`src/design/mul_branch_pkg.sv`:
```
// Package: opcodes, decode record, flags and register map of the decoder
package mul_branch_pkg;

  // Whole-word opcodes
  localparam logic [15:0] CODE_ADD_PRODUCT   = 16'hce15;
  localparam logic [15:0] CODE_LOAD_PRODUCT  = 16'hce14;
  localparam logic [15:0] CODE_SUB_PRODUCT   = 16'hce16;
  localparam logic [15:0] CODE_BRANCH_ACC    = 16'hce25;
  localparam logic [15:0] CODE_BRANCH_ALWAYS = 16'hff80;
  localparam logic [15:0] CODE_SHIFT_BASE    = 16'hce08;
  localparam logic [15:0] CODE_SHIFT_MASK    = 16'hfffc;

  // Upper-byte opcodes
  localparam logic [7:0] UB_LOAD_P_UPPER  = 8'h53;
  localparam logic [7:0] UB_LOAD_T        = 8'h3c;
  localparam logic [7:0] UB_LOAD_T_ACC    = 8'h3d;
  localparam logic [7:0] UB_LOAD_T_MOVE   = 8'h3f;
  localparam logic [7:0] UB_LOAD_T_P2ACC  = 8'h3e;
  localparam logic [7:0] UB_LOAD_T_SUB    = 8'h5b;
  localparam logic [7:0] UB_MAC           = 8'h5d;
  localparam logic [7:0] UB_MAC_MOVE      = 8'h5c;
  localparam logic [7:0] UB_MULT          = 8'h38;
  localparam logic [7:0] UB_MULT_ADD      = 8'h3a;
  localparam logic [7:0] UB_MULT_SUB      = 8'h3b;
  localparam logic [7:0] UB_MULT_UNSIGNED = 8'hcf;
  localparam logic [7:0] UB_SQUARE_ACC    = 8'h39;
  localparam logic [7:0] UB_SQUARE_SUB    = 8'h5a;
  localparam logic [7:0] UB_STORE_UPPER   = 8'h7d;
  localparam logic [7:0] UB_STORE_LOWER   = 8'h7c;
  localparam logic [7:0] UB_BR_AUX        = 8'hfb;
  localparam logic [7:0] UB_BR_TEST_SET   = 8'hf9;
  localparam logic [7:0] UB_BR_TEST_CLR   = 8'hf8;
  localparam logic [7:0] UB_BR_NONNEG     = 8'hf4;
  localparam logic [7:0] UB_BR_POSITIVE   = 8'hf1;
  localparam logic [7:0] UB_BR_CARRY      = 8'h5e;
  localparam logic [2:0] TOP_MULT_CONST   = 3'h5;
  localparam int         ADDR_MODE_BIT    = 7;

  // Register map and reset values
  localparam logic [7:0]  REG_CTRL   = 8'h00;
  localparam logic [7:0]  REG_STATUS = 8'h04;
  localparam logic [7:0]  REG_PC     = 8'h08;
  localparam logic [31:0] CTRL_RESET = 32'h0000_0001;
  localparam logic [15:0] PC_RESET   = 16'h0000;
  localparam logic [15:0] PC_STEP    = 16'h0001;

  typedef enum logic [4:0] {
    op_none, add_product_to_acc, load_acc_from_product, sub_product_from_acc,
    load_product_upper, load_multiplicand, load_multiplicand_accumulate,
    load_multiplicand_acc_move, load_multiplicand_product_to_acc,
    load_multiplicand_subtract, multiply_accumulate, multiply_accumulate_move,
    multiply_op, multiply_add_prior, multiply_sub_prior, multiply_by_constant,
    multiply_without_sign, store_product_upper, store_product_lower,
    set_product_shift, square_accumulate, square_subtract,
    branch_always, branch_via_acc, branch_aux_nonzero, branch_test_flag_set,
    branch_test_flag_clear, branch_on_carry_set, branch_acc_nonnegative,
    branch_acc_positive
  } op_e;

  typedef enum logic [0:0] {
    st_first  = 1'h0,
    st_second = 1'h1
  } state_e;

  typedef struct packed {
    op_e         op;
    logic        indirect;
    logic [6:0]  operand;
    logic [12:0] konst;
    logic [1:0]  product_shift_field;
    logic [15:0] second_word;
    logic        two_word;
  } decode_s;

  typedef struct packed {
    logic [31:0] acc;
    logic        test_control_flag;
    logic        carry;
    logic        aux_nonzero;
  } flags_s;

endpackage

```
`src/design/opcode_classify.sv`:
```
// Combinational opcode classifier for one instruction word
`timescale 1ns/1ps
`default_nettype none
module opcode_classify
  import mul_branch_pkg::*;
(
  input  wire logic [15:0] word,
  output op_e              op,
  output logic             two_word
);

  // Whole-word codes first, then immediate multiply, then upper byte
  always_comb begin
    op = op_none;
    if (word == CODE_ADD_PRODUCT) begin
      op = add_product_to_acc;
    end else if (word == CODE_LOAD_PRODUCT) begin
      op = load_acc_from_product;
    end else if (word == CODE_SUB_PRODUCT) begin
      op = sub_product_from_acc;
    end else if ((word & CODE_SHIFT_MASK) == CODE_SHIFT_BASE) begin
      op = set_product_shift;
    end else if (word == CODE_BRANCH_ACC) begin
      op = branch_via_acc;
    end else if (word == CODE_BRANCH_ALWAYS) begin
      op = branch_always;
    end else if (word[15:13] == TOP_MULT_CONST) begin
      op = multiply_by_constant;
    end else begin
      case (word[15:8])
        UB_LOAD_P_UPPER:  op = load_product_upper;
        UB_LOAD_T:        op = load_multiplicand;
        UB_LOAD_T_ACC:    op = load_multiplicand_accumulate;
        UB_LOAD_T_MOVE:   op = load_multiplicand_acc_move;
        UB_LOAD_T_P2ACC:  op = load_multiplicand_product_to_acc;
        UB_LOAD_T_SUB:    op = load_multiplicand_subtract;
        UB_MAC:           op = multiply_accumulate;
        UB_MAC_MOVE:      op = multiply_accumulate_move;
        UB_MULT:          op = multiply_op;
        UB_MULT_ADD:      op = multiply_add_prior;
        UB_MULT_SUB:      op = multiply_sub_prior;
        UB_MULT_UNSIGNED: op = multiply_without_sign;
        UB_SQUARE_ACC:    op = square_accumulate;
        UB_SQUARE_SUB:    op = square_subtract;
        UB_STORE_UPPER:   op = store_product_upper;
        UB_STORE_LOWER:   op = store_product_lower;
        UB_BR_TEST_SET:   op = branch_test_flag_set;
        UB_BR_TEST_CLR:   op = branch_test_flag_clear;
        UB_BR_NONNEG:     op = branch_acc_nonnegative;
        UB_BR_POSITIVE:   op = branch_acc_positive;
        UB_BR_AUX: begin
          if (word[ADDR_MODE_BIT]) begin
            op = branch_aux_nonzero;
          end
        end
        UB_BR_CARRY: begin
          if (word[ADDR_MODE_BIT]) begin
            op = branch_on_carry_set;
          end
        end
        default:          op = op_none;
      endcase
    end
  end

  // Multiply-accumulate forms and all but the indirect branch take two words
  always_comb begin
    case (op)
      multiply_accumulate, multiply_accumulate_move, branch_always,
      branch_aux_nonzero, branch_test_flag_set, branch_test_flag_clear,
      branch_on_carry_set, branch_acc_nonnegative,
      branch_acc_positive: two_word = 1'h1;
      default:             two_word = 1'h0;
    endcase
  end

endmodule
`default_nettype wire

```
`src/design/mul_branch_opcode_decoder.sv`:
```
// Multiply and branch instruction decoder with program counter
//
// Implementation choices: the plain strobed port and the register offsets.
`timescale 1ns/1ps
`default_nettype none
// Functional notes
// - Whole words ce15, ce14, ce16 add, load, subtract product with acc.
// - Upper byte 53 loads product upper half; bit 7 mode, bits 6-0 operand.
// - Upper bytes 3c, 3d, 3f are three of the five multiplicand loads.
// - Upper byte 3e loads multiplicand and moves product to acc.
// - Upper byte 5b loads multiplicand and subtracts prior product.
// - Upper bytes 5d, 5c are two-word multiply-accumulate, 5c with move.
// - Upper byte 38 multiplies multiplicand by data operand into product.
// - Upper bytes 3a, 3b multiply and add or subtract prior product.
// - Upper bytes 39, 5a square and accumulate or subtract.
// - Upper bytes 7d, 7c store product upper or lower half.
// - Words ce08 to ce0b load the two-bit product shift field.
// - Word ce25 branches to the address held in the accumulator.
// - Upper byte fb with bit 7 branches when aux register nonzero.
// - Upper bytes f9, f8 branch on test flag set or clear.
// - Upper bytes f4, f1 branch on acc nonnegative or positive.
// - Word ff80 always branches; 5e with bit 7 branches on carry.
module mul_branch_opcode_decoder
  import mul_branch_pkg::*;
(
  input  wire logic        clk,
  input  wire logic        rstn,
  input  wire logic        word_valid,
  input  wire logic [15:0] word_data,
  output logic             word_ready,
  input  wire flags_s      flags,
  output logic             dec_valid,
  output decode_s          dec,
  output logic             branch_taken,
  output logic [15:0]      pc,
  input  wire logic [7:0]  reg_addr,
  input  wire logic [31:0] reg_wdata,
  input  wire logic        reg_wr,
  input  wire logic        reg_rd,
  output logic [31:0]      reg_rdata
);

  state_e      st_r;
  state_e      st_nxt;
  decode_s     pend_r;
  decode_s     pend_nxt;
  decode_s     dec_r;
  decode_s     dec_nxt;
  logic        dec_valid_r;
  logic        dec_valid_nxt;
  logic        taken_r;
  logic        taken_nxt;
  logic [15:0] pc_r;
  logic [15:0] pc_nxt;
  logic [31:0] ctrl_r;
  logic [31:0] ctrl_nxt;
  logic [31:0] rdata_r;
  logic [31:0] rdata_nxt;
  op_e         cls_op;
  logic        cls_two;
  decode_s     first_dec;
  logic        pc_load;
  logic        take_word;
  logic        cond_met;

  opcode_classify u_classify (
    .word     (word_data),
    .op       (cls_op),
    .two_word (cls_two)
  );

  // Software can pause fetch by clearing the enable bit
  assign word_ready = ctrl_r[0];
  assign pc_load    = reg_wr && (reg_addr == REG_PC);
  assign take_word  = word_valid && word_ready && !pc_load;

  // Fields of the first word
  always_comb begin
    first_dec                     = '0;
    first_dec.op                  = cls_op;
    first_dec.indirect            = word_data[ADDR_MODE_BIT];
    first_dec.operand             = word_data[6:0];
    first_dec.konst               = word_data[12:0];
    first_dec.product_shift_field = word_data[1:0];
    first_dec.two_word            = cls_two;
  end

  // Branch condition on the flags seen with the second word
  always_comb begin
    case (pend_r.op)
      branch_always:          cond_met = 1'h1;
      branch_aux_nonzero:     cond_met = flags.aux_nonzero;
      branch_test_flag_set:   cond_met = flags.test_control_flag;
      branch_test_flag_clear: cond_met = !flags.test_control_flag;
      branch_on_carry_set:    cond_met = flags.carry;
      branch_acc_nonnegative: cond_met = !flags.acc[31];
      branch_acc_positive:    cond_met = !flags.acc[31] && (flags.acc != '0);
      default:                cond_met = 1'h0;
    endcase
  end

  // Decode sequence and program counter, next values
  always_comb begin
    st_nxt        = st_r;
    pend_nxt      = pend_r;
    dec_nxt       = dec_r;
    dec_valid_nxt = 1'h0;
    taken_nxt     = taken_r;
    pc_nxt        = pc_r;
    if (pc_load) begin
      pc_nxt = reg_wdata[15:0];
    end else if (take_word) begin
      case (st_r)
        st_first: begin
          if (cls_two) begin
            pend_nxt = first_dec;
            st_nxt   = st_second;
            pc_nxt   = pc_r + PC_STEP;
          end else begin
            dec_nxt       = first_dec;
            dec_valid_nxt = 1'h1;
            taken_nxt     = (cls_op == branch_via_acc);
            if (cls_op == branch_via_acc) begin
              pc_nxt = flags.acc[15:0];
            end else begin
              pc_nxt = pc_r + PC_STEP;
            end
          end
        end
        st_second: begin
          dec_nxt             = pend_r;
          dec_nxt.second_word = word_data;
          dec_valid_nxt       = 1'h1;
          taken_nxt           = cond_met;
          st_nxt              = st_first;
          if (cond_met) begin
            pc_nxt = word_data;
          end else begin
            pc_nxt = pc_r + PC_STEP;
          end
        end
        default: st_nxt = st_first;
      endcase
    end
  end

  // Decode sequence and program counter, registers
  always_ff @(posedge clk or negedge rstn) begin
    if (!rstn) begin
      st_r        <= st_first;
      pend_r      <= '0;
      dec_r       <= '0;
      dec_valid_r <= 1'h0;
      taken_r     <= 1'h0;
      pc_r        <= PC_RESET;
    end else begin
      st_r        <= st_nxt;
      pend_r      <= pend_nxt;
      dec_r       <= dec_nxt;
      dec_valid_r <= dec_valid_nxt;
      taken_r     <= taken_nxt;
      pc_r        <= pc_nxt;
    end
  end

  assign dec_valid    = dec_valid_r;
  assign dec          = dec_r;
  assign branch_taken = taken_r;
  assign pc           = pc_r;

  // Register port, next values; unmapped reads return zero
  always_comb begin
    ctrl_nxt  = ctrl_r;
    rdata_nxt = '0;
    if (reg_wr && (reg_addr == REG_CTRL)) begin
      ctrl_nxt = {31'h0, reg_wdata[0]};
    end
    if (reg_rd) begin
      case (reg_addr)
        REG_CTRL:   rdata_nxt = ctrl_r;
        REG_STATUS: rdata_nxt = {22'h0, taken_r, st_r, 3'h0, dec_r.op};
        REG_PC:     rdata_nxt = {16'h0, pc_r};
        default:    rdata_nxt = '0;
      endcase
    end
  end

  // Register port, registers
  always_ff @(posedge clk or negedge rstn) begin
    if (!rstn) begin
      ctrl_r  <= CTRL_RESET;
      rdata_r <= '0;
    end else begin
      ctrl_r  <= ctrl_nxt;
      rdata_r <= rdata_nxt;
    end
  end

  assign reg_rdata = rdata_r;
endmodule
`default_nettype wire

```
`config.mk`:
```
export PLATFORM = sky130hd
export DESIGN_NAME = mul_branch_opcode_decoder
export DESIGN_NICKNAME = d
export VERILOG_FILES = /design/src/design/mul_branch_pkg.sv /design/src/design/opcode_classify.sv /design/src/design/mul_branch_opcode_decoder.sv
export SDC_FILE = /design/constraint.sdc
export NUM_CORES = 1
export LEC_CHECK = 0
export BUFFER_PORTS_ARGS = -buffer_cell sky130_fd_sc_hd__clkbuf_2
export CELL_PAD_IN_SITES_DETAIL_PLACEMENT = 1
export CELL_PAD_IN_SITES_GLOBAL_PLACEMENT = 1
export CORE_MARGIN = 4
export CORE_UTILIZATION = 35
export CTS_BUF_LIST = sky130_fd_sc_hd__clkbuf_8
export DETAILED_ROUTE_END_ITERATION = 7
export GPL_ROUTABILITY_DRIVEN = 0
export PLACE_DENSITY_LB_ADDON = 0.3
export REMOVE_ABC_BUFFERS = 1
export SKIP_LAST_GASP = 1
export SLEW_MARGIN = 20
export SYNTH_ARGS = -nofsm -noshare
export SYNTH_HDL_FRONTEND = slang
export SYNTH_SLANG_ARGS = --single-unit
export TNS_END_PERCENT = 30
```
`constraint.sdc`:
```
create_clock -name clk -period 2.4 [get_ports clk]
set_input_delay 0.36 -clock clk [delete_from_list [all_inputs] [get_ports clk]]
set_output_delay 0.36 -clock clk [all_outputs]
set_load 0.1 [all_outputs]
```
==> results.md, run 1 <==
- Rows: 45
- Pint: 3273 µW
- Net switching fraction of the power: 0.6007
- I/O pins: 192
- CTS root buffer: clkbuf_8
- Die height: 132.5 µm
- Util after Layout: 0.4657
- Filler cells: 1814
- # diodes: 0
- Vias in the first global route: 5825
- Gate Count Post-Synth: 592
- Antenna violations before repair: 0
- Clk pwr share: 0.141
- CP Class: in -> reg
- CTS tree: done
- H-tree depth: 3
- CP Max Fanout: 12
- Pleak: 0.003474 µW
- Post-DP HPWL: 15730 µm
- Total Nets Final: 884
- Comb pwr share: 0.581
- Worst Path Required: 2.67 ns
- Layout cells sized above 1: 0.3662
- Routed Antenna Nets: 0
- Fmax: 415.2 MHz
- Status: finished with violations
- DRC Markers: 0
- Synth Flop Type: dfrtp_1
- Post-CTS Setup Inserts: 0
- Post-synth EDFFs: 0
- Clk sinks: 90
- Clock Path Buffers: 2
- Buffers on Ports: 159
- Pwr dens: 1158 nW/µm²
- Layout Skew: 0.01462 ns
- GR Overflow Total: 0
- NetSw: 4924 µW
- Setup-failing EPs final: 1
- Area Growth Syn to Fin: 30.49%
- WL/cell: 20.93 µm
- Post-route cell area: 7079 µm²
- Worst-Margin Slew: 0.5733 ns
- Register area share after synthesis: 0.4154
- Core Region: 15200 µm²
- Rel. slew slack: 0.6178
- Cts bufs inserted: 9
- DR vias: 5569
- Initial DRT Pass Iterations: 8
- Failing checks: negative setup slack
- Avg Inst Size Synth: 9.164 µm²
- Global Route Usage Sum: 0.2348
- Storage element area: 2253 µm²
- Die width: 132.5 µm
- Post-Syn Area: 5425 µm²
- Vias/cell: 5.683
- Multi-input gate area: 2828 µm²
- Seq pwr share: 0.278
- Crit path DAT: 2.68 ns
- Die Area: 17560 µm²
- Pins Over Slew Limit: 0
- Post-synth cell types: 65
- Largest net degree at the start of global routing: 50
- Tot Pwr: 8197 µW
- Reg2Reg Depth: 9
- Crit end category: flip-flop
- Max Cap Viol: 0
- First-pass GRT wire length: 32880 µm
- Clk_lat worst skew: 0.39 ns
- Synth Warn #: 0
- Final worst slack: -0.008557 ns
- RSZ-0062 raised after global routing: yes
- Total wire length: 20510 µm
- CTS clk-pin slew, worst paths: 0.09 ns
- Hold path depth: 3
- Placed inst area: 6813 µm²
- Critical Path Start Type: input port
- Tmin final: 2.409 ns
- Yosys reg bits: 90
- Synth async-reset ratio: 1.000
- Fin crit share: 1.004
- Final hold vios: 0
- Initial DRC Count: 434
- Hold crit path type: in -> reg
- IR drop worst, VDD: 0.001291 V
- Initial core utilization: 0.3569
==> layout make-up <==
cell class / instances / share of cell area
clock inverters: 4 / 0.006893
well taps: 188 / 0.03323
flip-flops and latches: 90 / 0.3183
inverters: 7 / 0.003712
repair buffers: 246 / 0.2151
multi-input cells: 433 / 0.3994
clock buffers: 12 / 0.02333
==> power by group through the flow <==
stage / combinational, µW / sequential (µW) / clock [µW]
2_1_floorplan: 924 / 5040 / 0
3_3_place_gp: 4700 / 2270 / 0
3_5_place_dp: 4760 / 2300 / 0
4_1_cts: 4780 / 2270 / 1190
5_1_grt: 4980 / 2340 / 1250
6_report: 4760 / 2280 / 1160
==> per-stage QoR <==
stage	worst slack, ns	hold slack [ns]	cells	setup TNS, ns
finish	-0.008557	0.1752	980	-0.008557
global route	-0.05770	0.1746	980	-0.4613
CTS	-0.01862	0.1554	980	-0.03794
detailed placement	-0.5008	0.3891	963	-18.02
global placement	-0.3294	0.3789	963	-12.72
floorplan	-0.8818	0.06441	530	-38.92
==> layout by cell type, fill, tap and decap left out, drive strengths merged, types with 5 or more instances in the layout <==
| master | count |
|---|---|
| clkbuf | 170 |
| dfrtp | 89 |
| buf | 87 |
| nor3 | 35 |
| nand2 | 33 |
| nor2 | 33 |
| a21oi | 25 |
| o21ai | 24 |
| a22o | 21 |
| o211ai | 19 |
| o22ai | 18 |
| conb | 16 |
| nor4b | 15 |
| and3 | 12 |
| a211oi | 11 |
| nand2b | 11 |
| and2 | 11 |
| or3 | 11 |
| nand4 | 11 |
| nor4 | 11 |
| nand3 | 10 |
| mux2 | 10 |
| a22oi | 9 |
| nor2b | 9 |
| xor2 | 9 |
| a31oi | 9 |
| xnor2 | 7 |
| inv | 7 |
| mux2i | 5 |
| or2 | 5 |
==> synthesized netlist by cell type, types with 10 or more instances <==
cell       n  area share
a211oi_1  11       0.015
nor4b_1   15       0.024
nand4_1   11       0.013
nor4_1    10       0.012
and2_1    11       0.013
dfrtp_1   89        0.41
o22ai_1   18       0.021
a21oi_1   25       0.023
and3_1    12       0.014
nand3_1   10      0.0092
nor2_1    33       0.023
or3_1     11       0.013
o211ai_1  19       0.026
clkbuf_1  34       0.024
buf_4     28       0.039
o21ai_0   24       0.022
a22o_1    21       0.034
buf_2     12       0.011
nand2b_1  11       0.013
nand2_1   33       0.023
nor3_1    35       0.032
==> what timing repair did <==
action	CTS	global route
gates resized for setup	1	8
endpoints found under the hold margin	41	0
endpoints found under the setup margin	4	32
cloned	0	0
hold buffers	1	0
==> routing by layer <==
metal / track usage / part of all wire / vias to the layer above
li1: - / - / 2561
met1: 0.3107 / 0.44 / 2772
met2: 0.3854 / 0.48 / 207
met3: 0.05133 / 0.063 / 29
met4: 0.07217 / 0.021 / 0
met5: 0 / 0 / -
==> registers in the layout, indices dropped and copies added, names as in the netlist <==
name	flops
branch_taken	1
ctrl_r	1
dec	35
dec_valid	1
pc	16
pend_r	19
reg_rdata	16
st_r	1
==> critical path: stages <==
cell and delay, ns:
clkbuf_2 0.16, and4bb_2 0.29, or3b_1 0.19, o2111ai_1 0.19, or4b_4 0.55, a31oi_4 0.21
nand2b_1 0.20, buf_12 0.17, mux2_2 0.35
==> cell families after synthesis <==
logic type | count (synthesis) | synth area share
compound gates | 156 | 0.1988
xor+xnor | 16 | 0.02583
fa+ha+maj | 1 | 0.002306
buf+inv | 84 | 0.08164
flops | 90 | 0.4154
mux | 15 | 0.02998
other cells | 1 | 0.0006912
simple gates | 229 | 0.2454
==> final timing paths <==
check | startpoint | to | slack [ns]
min in group asynchronous | rstn | reg_rdata[10] | 0.50
setup reg to reg | pend_r[40] | pc[4] | 0.12
max in group asynchronous | rstn | ctrl_r[0] | 1.19
hold / removal | reg_wdata[3] | pc[3] | 0.18
hold reg to reg | pend_r[31] | pend_r[31] | 0.48
setup / recovery | word_data[13] | pend_r[37] | -0.009
No activity file was read; power rests on OpenSTA's default activity.
==> inputs of run 2 (changes only) <==
Settings changed: ABC_AREA set to 1.
==> results.md, run 2 <==
- Hold WS: 0.1447 ns (was 0.1752 ns)
- Synth Flop Type: dfrtp_1 (unchanged)
- I/O pins: 192 (unchanged)
- Final std cells w/o fill: 1226 (was 980)
- Yosys reg bits: 90 (unchanged)
- Vias/cell: 4.959 (was 5.683)
- Seq pwr share: 0.309 (was 0.278)
- Number of flip-flops under the largest register name: 35 (unchanged)
- Hold path depth: 2 (was 3)
- Worst path cell trace: nand3_1 > inv_1 > nand2_1 > nor2_1 > nand4_1 > xor2_1 > nand3_1 > nand3_1 > nand2_1 > o21bai_1 > nand2_1 (was clkbuf_2 > and4bb_2 > or3b_1 > o2111ai_1 > or4b_4 > a31oi_4 > nand2b_1 > buf_12 > mux2_2)
- Avg Inst Size Synth: 6.835 µm² (was 9.164 µm²)
- Hold crit path type: in -> reg (unchanged)
- Post-synth EDFFs: 0 (unchanged)
- CP peak stage delay: 0.46 ns (was 0.55 ns)
- Total Nets Final: 1102 (was 884)
- Worst-Margin Slew: 0.8755 ns (was 0.5733 ns)
- Routed Antenna Nets: 0 (unchanged)
- H-tree depth: 3 (unchanged)
- CP Class: reg -> reg (was in -> reg)
- Layout Skew: 0.009349 ns (was 0.01462 ns)
- CP Max Fanout: 6 (was 12)
- Post-DP HPWL: 15310 µm (was 15730 µm)
- GR Overflow Total: 0 (unchanged)
- Register area share after synthesis: 0.3930 (was 0.4154)
- Storage element area: 2253 µm² (unchanged)
- Initial DRC Count: 415 (was 434)
- Filler cells: 2136 (was 1814)
- RSZ-0062 raised after global routing: no (was yes)
- Cts bufs inserted: 9 (unchanged)
- Pins Over Slew Limit: 0 (unchanged)
- Worst Path Required: 2.68 ns (was 2.67 ns)
- Pleak: 0.003921 µW (was 0.003474 µW)
- Area Growth Syn to Fin: 22.71% (was 30.49%)
- DRC Markers: 0 (unchanged)
- Yosys top cell area share: 0.3884 (was 0.4105)
- Status: complete, no violations (was finished with violations)
- CTS root buffer: clkbuf_8 (unchanged)
- Clk pwr share: 0.159 (was 0.141)
- CTS clk-pin slew, worst paths: 0.09 ns (about the same)
- Net switching fraction of the power: 0.5737 (was 0.6007)
- Gate Count Post-Synth: 839 (was 592)
- Core Region: 15940 µm² (was 15200 µm²)
- Die width: 136 µm (was 132.5 µm)
- Final TNS setup: 0 ns (was -0.008557 ns)
- Fmax: 464.3 MHz (was 415.2 MHz)
- Largest net degree at the start of global routing: 62 (was 50)
- First-pass GRT wire length: 31750 µm (was 32880 µm)
- Critical Path Start Type: flip-flop (was input port)
- Pint: 2629 µW (was 3273 µW)
- Global Route Usage Sum: 0.2166 (was 0.2348)
- Dpl cells: 1209 (was 963)
- Buffers on Ports: 159 (unchanged)
- Die Area: 18500 µm² (was 17560 µm²)
- NetSw: 3538 µW (was 4924 µW)
- Commonest cells post-synth: nand2_1 (278), dfrtp_1 (89), nand3_1 (82) (was dfrtp_1 (89), nor3_1 (35), clkbuf_1 (34))
- Synth async-reset ratio: 1.000 (unchanged)
- IR drop worst, VDD: 0.0005834 V (was 0.001291 V)
- Vias in the first global route: 6245 (was 5825)
- Post-synth top area cell: dfrtp_1 (unchanged)
- Fin crit share: 0.8975 (was 1.004)
- Final hold vios: 0 (unchanged)
- Post-synth cell types: 36 (was 65)
- Synth Warn #: 0 (unchanged)
- Post-Syn Area: 5734 µm² (was 5425 µm²)
- Most frequent cell after synthesis: nand2_1 (was dfrtp_1)
- Rel. slew slack: 0.4131 (was 0.6178)
- Crit path DAT: 2.43 ns (was 2.68 ns)
- WL/cell: 16.07 µm (was 20.93 µm)
- Initial core utilization: 0.3597 (was 0.3569)
- Crit-path slowest cell: dfrtp_1 (was or4b_4)
- Die height: 136 µm (was 132.5 µm)
- Reg2Reg Depth: 11 (was 9)
- Setup-failing EPs final: 0 (was 1)
- Antenna violations before repair: 0 (unchanged)
- Layout cells sized above 1: 0.2396 (was 0.3662)
- Max Cap Viol: 0 (unchanged)
- Tmin final: 2.154 ns (was 2.409 ns)
- Total wire length: 19710 µm (was 20510 µm)
- Comb pwr share: 0.531 (was 0.581)
- Pwr dens: 876.4 nW/µm² (was 1158 nW/µm²)
- Crit end category: flip-flop (unchanged)
- # diodes: 0 (unchanged)
- DR vias: 6080 (was 5569)
- CTS tree: done (unchanged)
- Clk_lat worst skew: 0.39 ns (about the same)
- Initial DRT Pass Iterations: 7 (was 8)
- Clock Path Buffers: 2 (unchanged)
- Commonest non-fill, non-tap cells in the layout: nand2_1 (278), clkbuf_2 (158), dfrtp_1 (89) (was clkbuf_2 (157), dfrtp_1 (89), buf_4 (81))
- Rows: 46 (was 45)
- Most common cell after layout, fill and taps aside: nand2_1 (was clkbuf_2)
- Synth top area cells: dfrtp_1 (39%), nand2_1 (18%), nand3_1 (7.2%), o21ai_0 (5.6%), nor2_1 (4.8%) (was dfrtp_1 (41%), buf_4 (3.9%), a22o_1 (3.4%), nor3_1 (3.2%), o211ai_1 (2.6%))
- Clk sinks: 90 (unchanged)
- Multi-input gate area: 2898 µm² (was 2828 µm²)
## run 2: stage by stage
step | worst slack (ns) | power (µW) | utilization | cell area (µm²)
2_1_floorplan | -1.170 | 4507 | - | 5420
3_3_place_gp | 0.03181 | 5182 | 0.4296 | 6849
3_5_place_dp | -0.02046 | 5226 | 0.4296 | 6849
4_1_cts | 0.1196 | 6217 | 0.4411 | 7032
5_1_grt | 0.06539 | 6471 | 0.4414 | 7037
6_report | 0.2461 | 6167 | 0.4414 | 7037
## run 2: cell families (layout without fill, tap and decap cells)
| group | Yosys count | after routing | synth area share |
|---|---|---|---|
| AOI/OAI and AO/OA | 96 | 96 | 0.08946 |
| buffers and inverters | 137 | 293 | 0.1137 |
| xor gates and xnor gates | 14 | 14 | 0.02138 |
| other | 1 | 16 | 0.0006540 |
| adders and majority gates | 1 | 1 | 0.002182 |
| and+or+nand+nor | 500 | 500 | 0.3797 |
| DFF | 90 | 90 | 0.3930 |
## run 2: routing by layer
metal  wire, µm  global-route usage
met5          0                   0
met4        408             0.07671
met3        878             0.03035
met2       9703              0.3693
met1       8715              0.2808
## run 2: cell type report
| type | count | area share |
|---|---|---|
| Clock buffer | 10 | 0.01956 |
| Clock inverter | 6 | 0.004979 |
| Inverter | 75 | 0.04001 |
| Multi-Input combinational cell | 627 | 0.4118 |
| Sequential cell | 90 | 0.3202 |
| Tap cell | 216 | 0.03841 |
| Timing Repair Buffer | 202 | 0.1650 |
## run 2: timing repair
action / 4_1_cts / 5_1_grt
endpoints found under the setup margin: 0 / 12
gates resized for setup: 0 / 1
setup buffers: 0 / 0
endpoints found under the hold margin: 37 / 0
hold buffers: 1 / 0
## run 2: power by group through the flow
stage | clock network (µW) | logic, µW | registers [µW]
after floorplan | 0 | 615 | 3890
after global placement | 0 | 3250 | 1930
after detailed placement | 0 | 3280 | 1940
after CTS | 1010 | 3300 | 1910
after global routing | 1080 | 3450 | 1950
final | 984 | 3280 | 1910
## run 2: critical path, delay by kind of cell, from the launching register on
family,cells,cell delay (ns)
buffers and inverters,1,0.11
xor gates and xnor gates,1,0.22
and+or+nand+nor,8,1.12
AOI/OAI and AO/OA,1,0.14
DFF,1,0.46
## run 2: worst paths after layout
check,slack (ns),from,end
worst max register to register,0.25,pc[2],pc[15]
min in group asynchronous,0.52,rstn,dec_valid
worst min register to register,0.47,pend_r[31],pend_r[31]
worst max-delay path,0.25,pc[2],pc[15]
worst min-delay path,0.14,reg_wr,ctrl_r[0]
max in group asynchronous,1.14,rstn,ctrl_r[0]
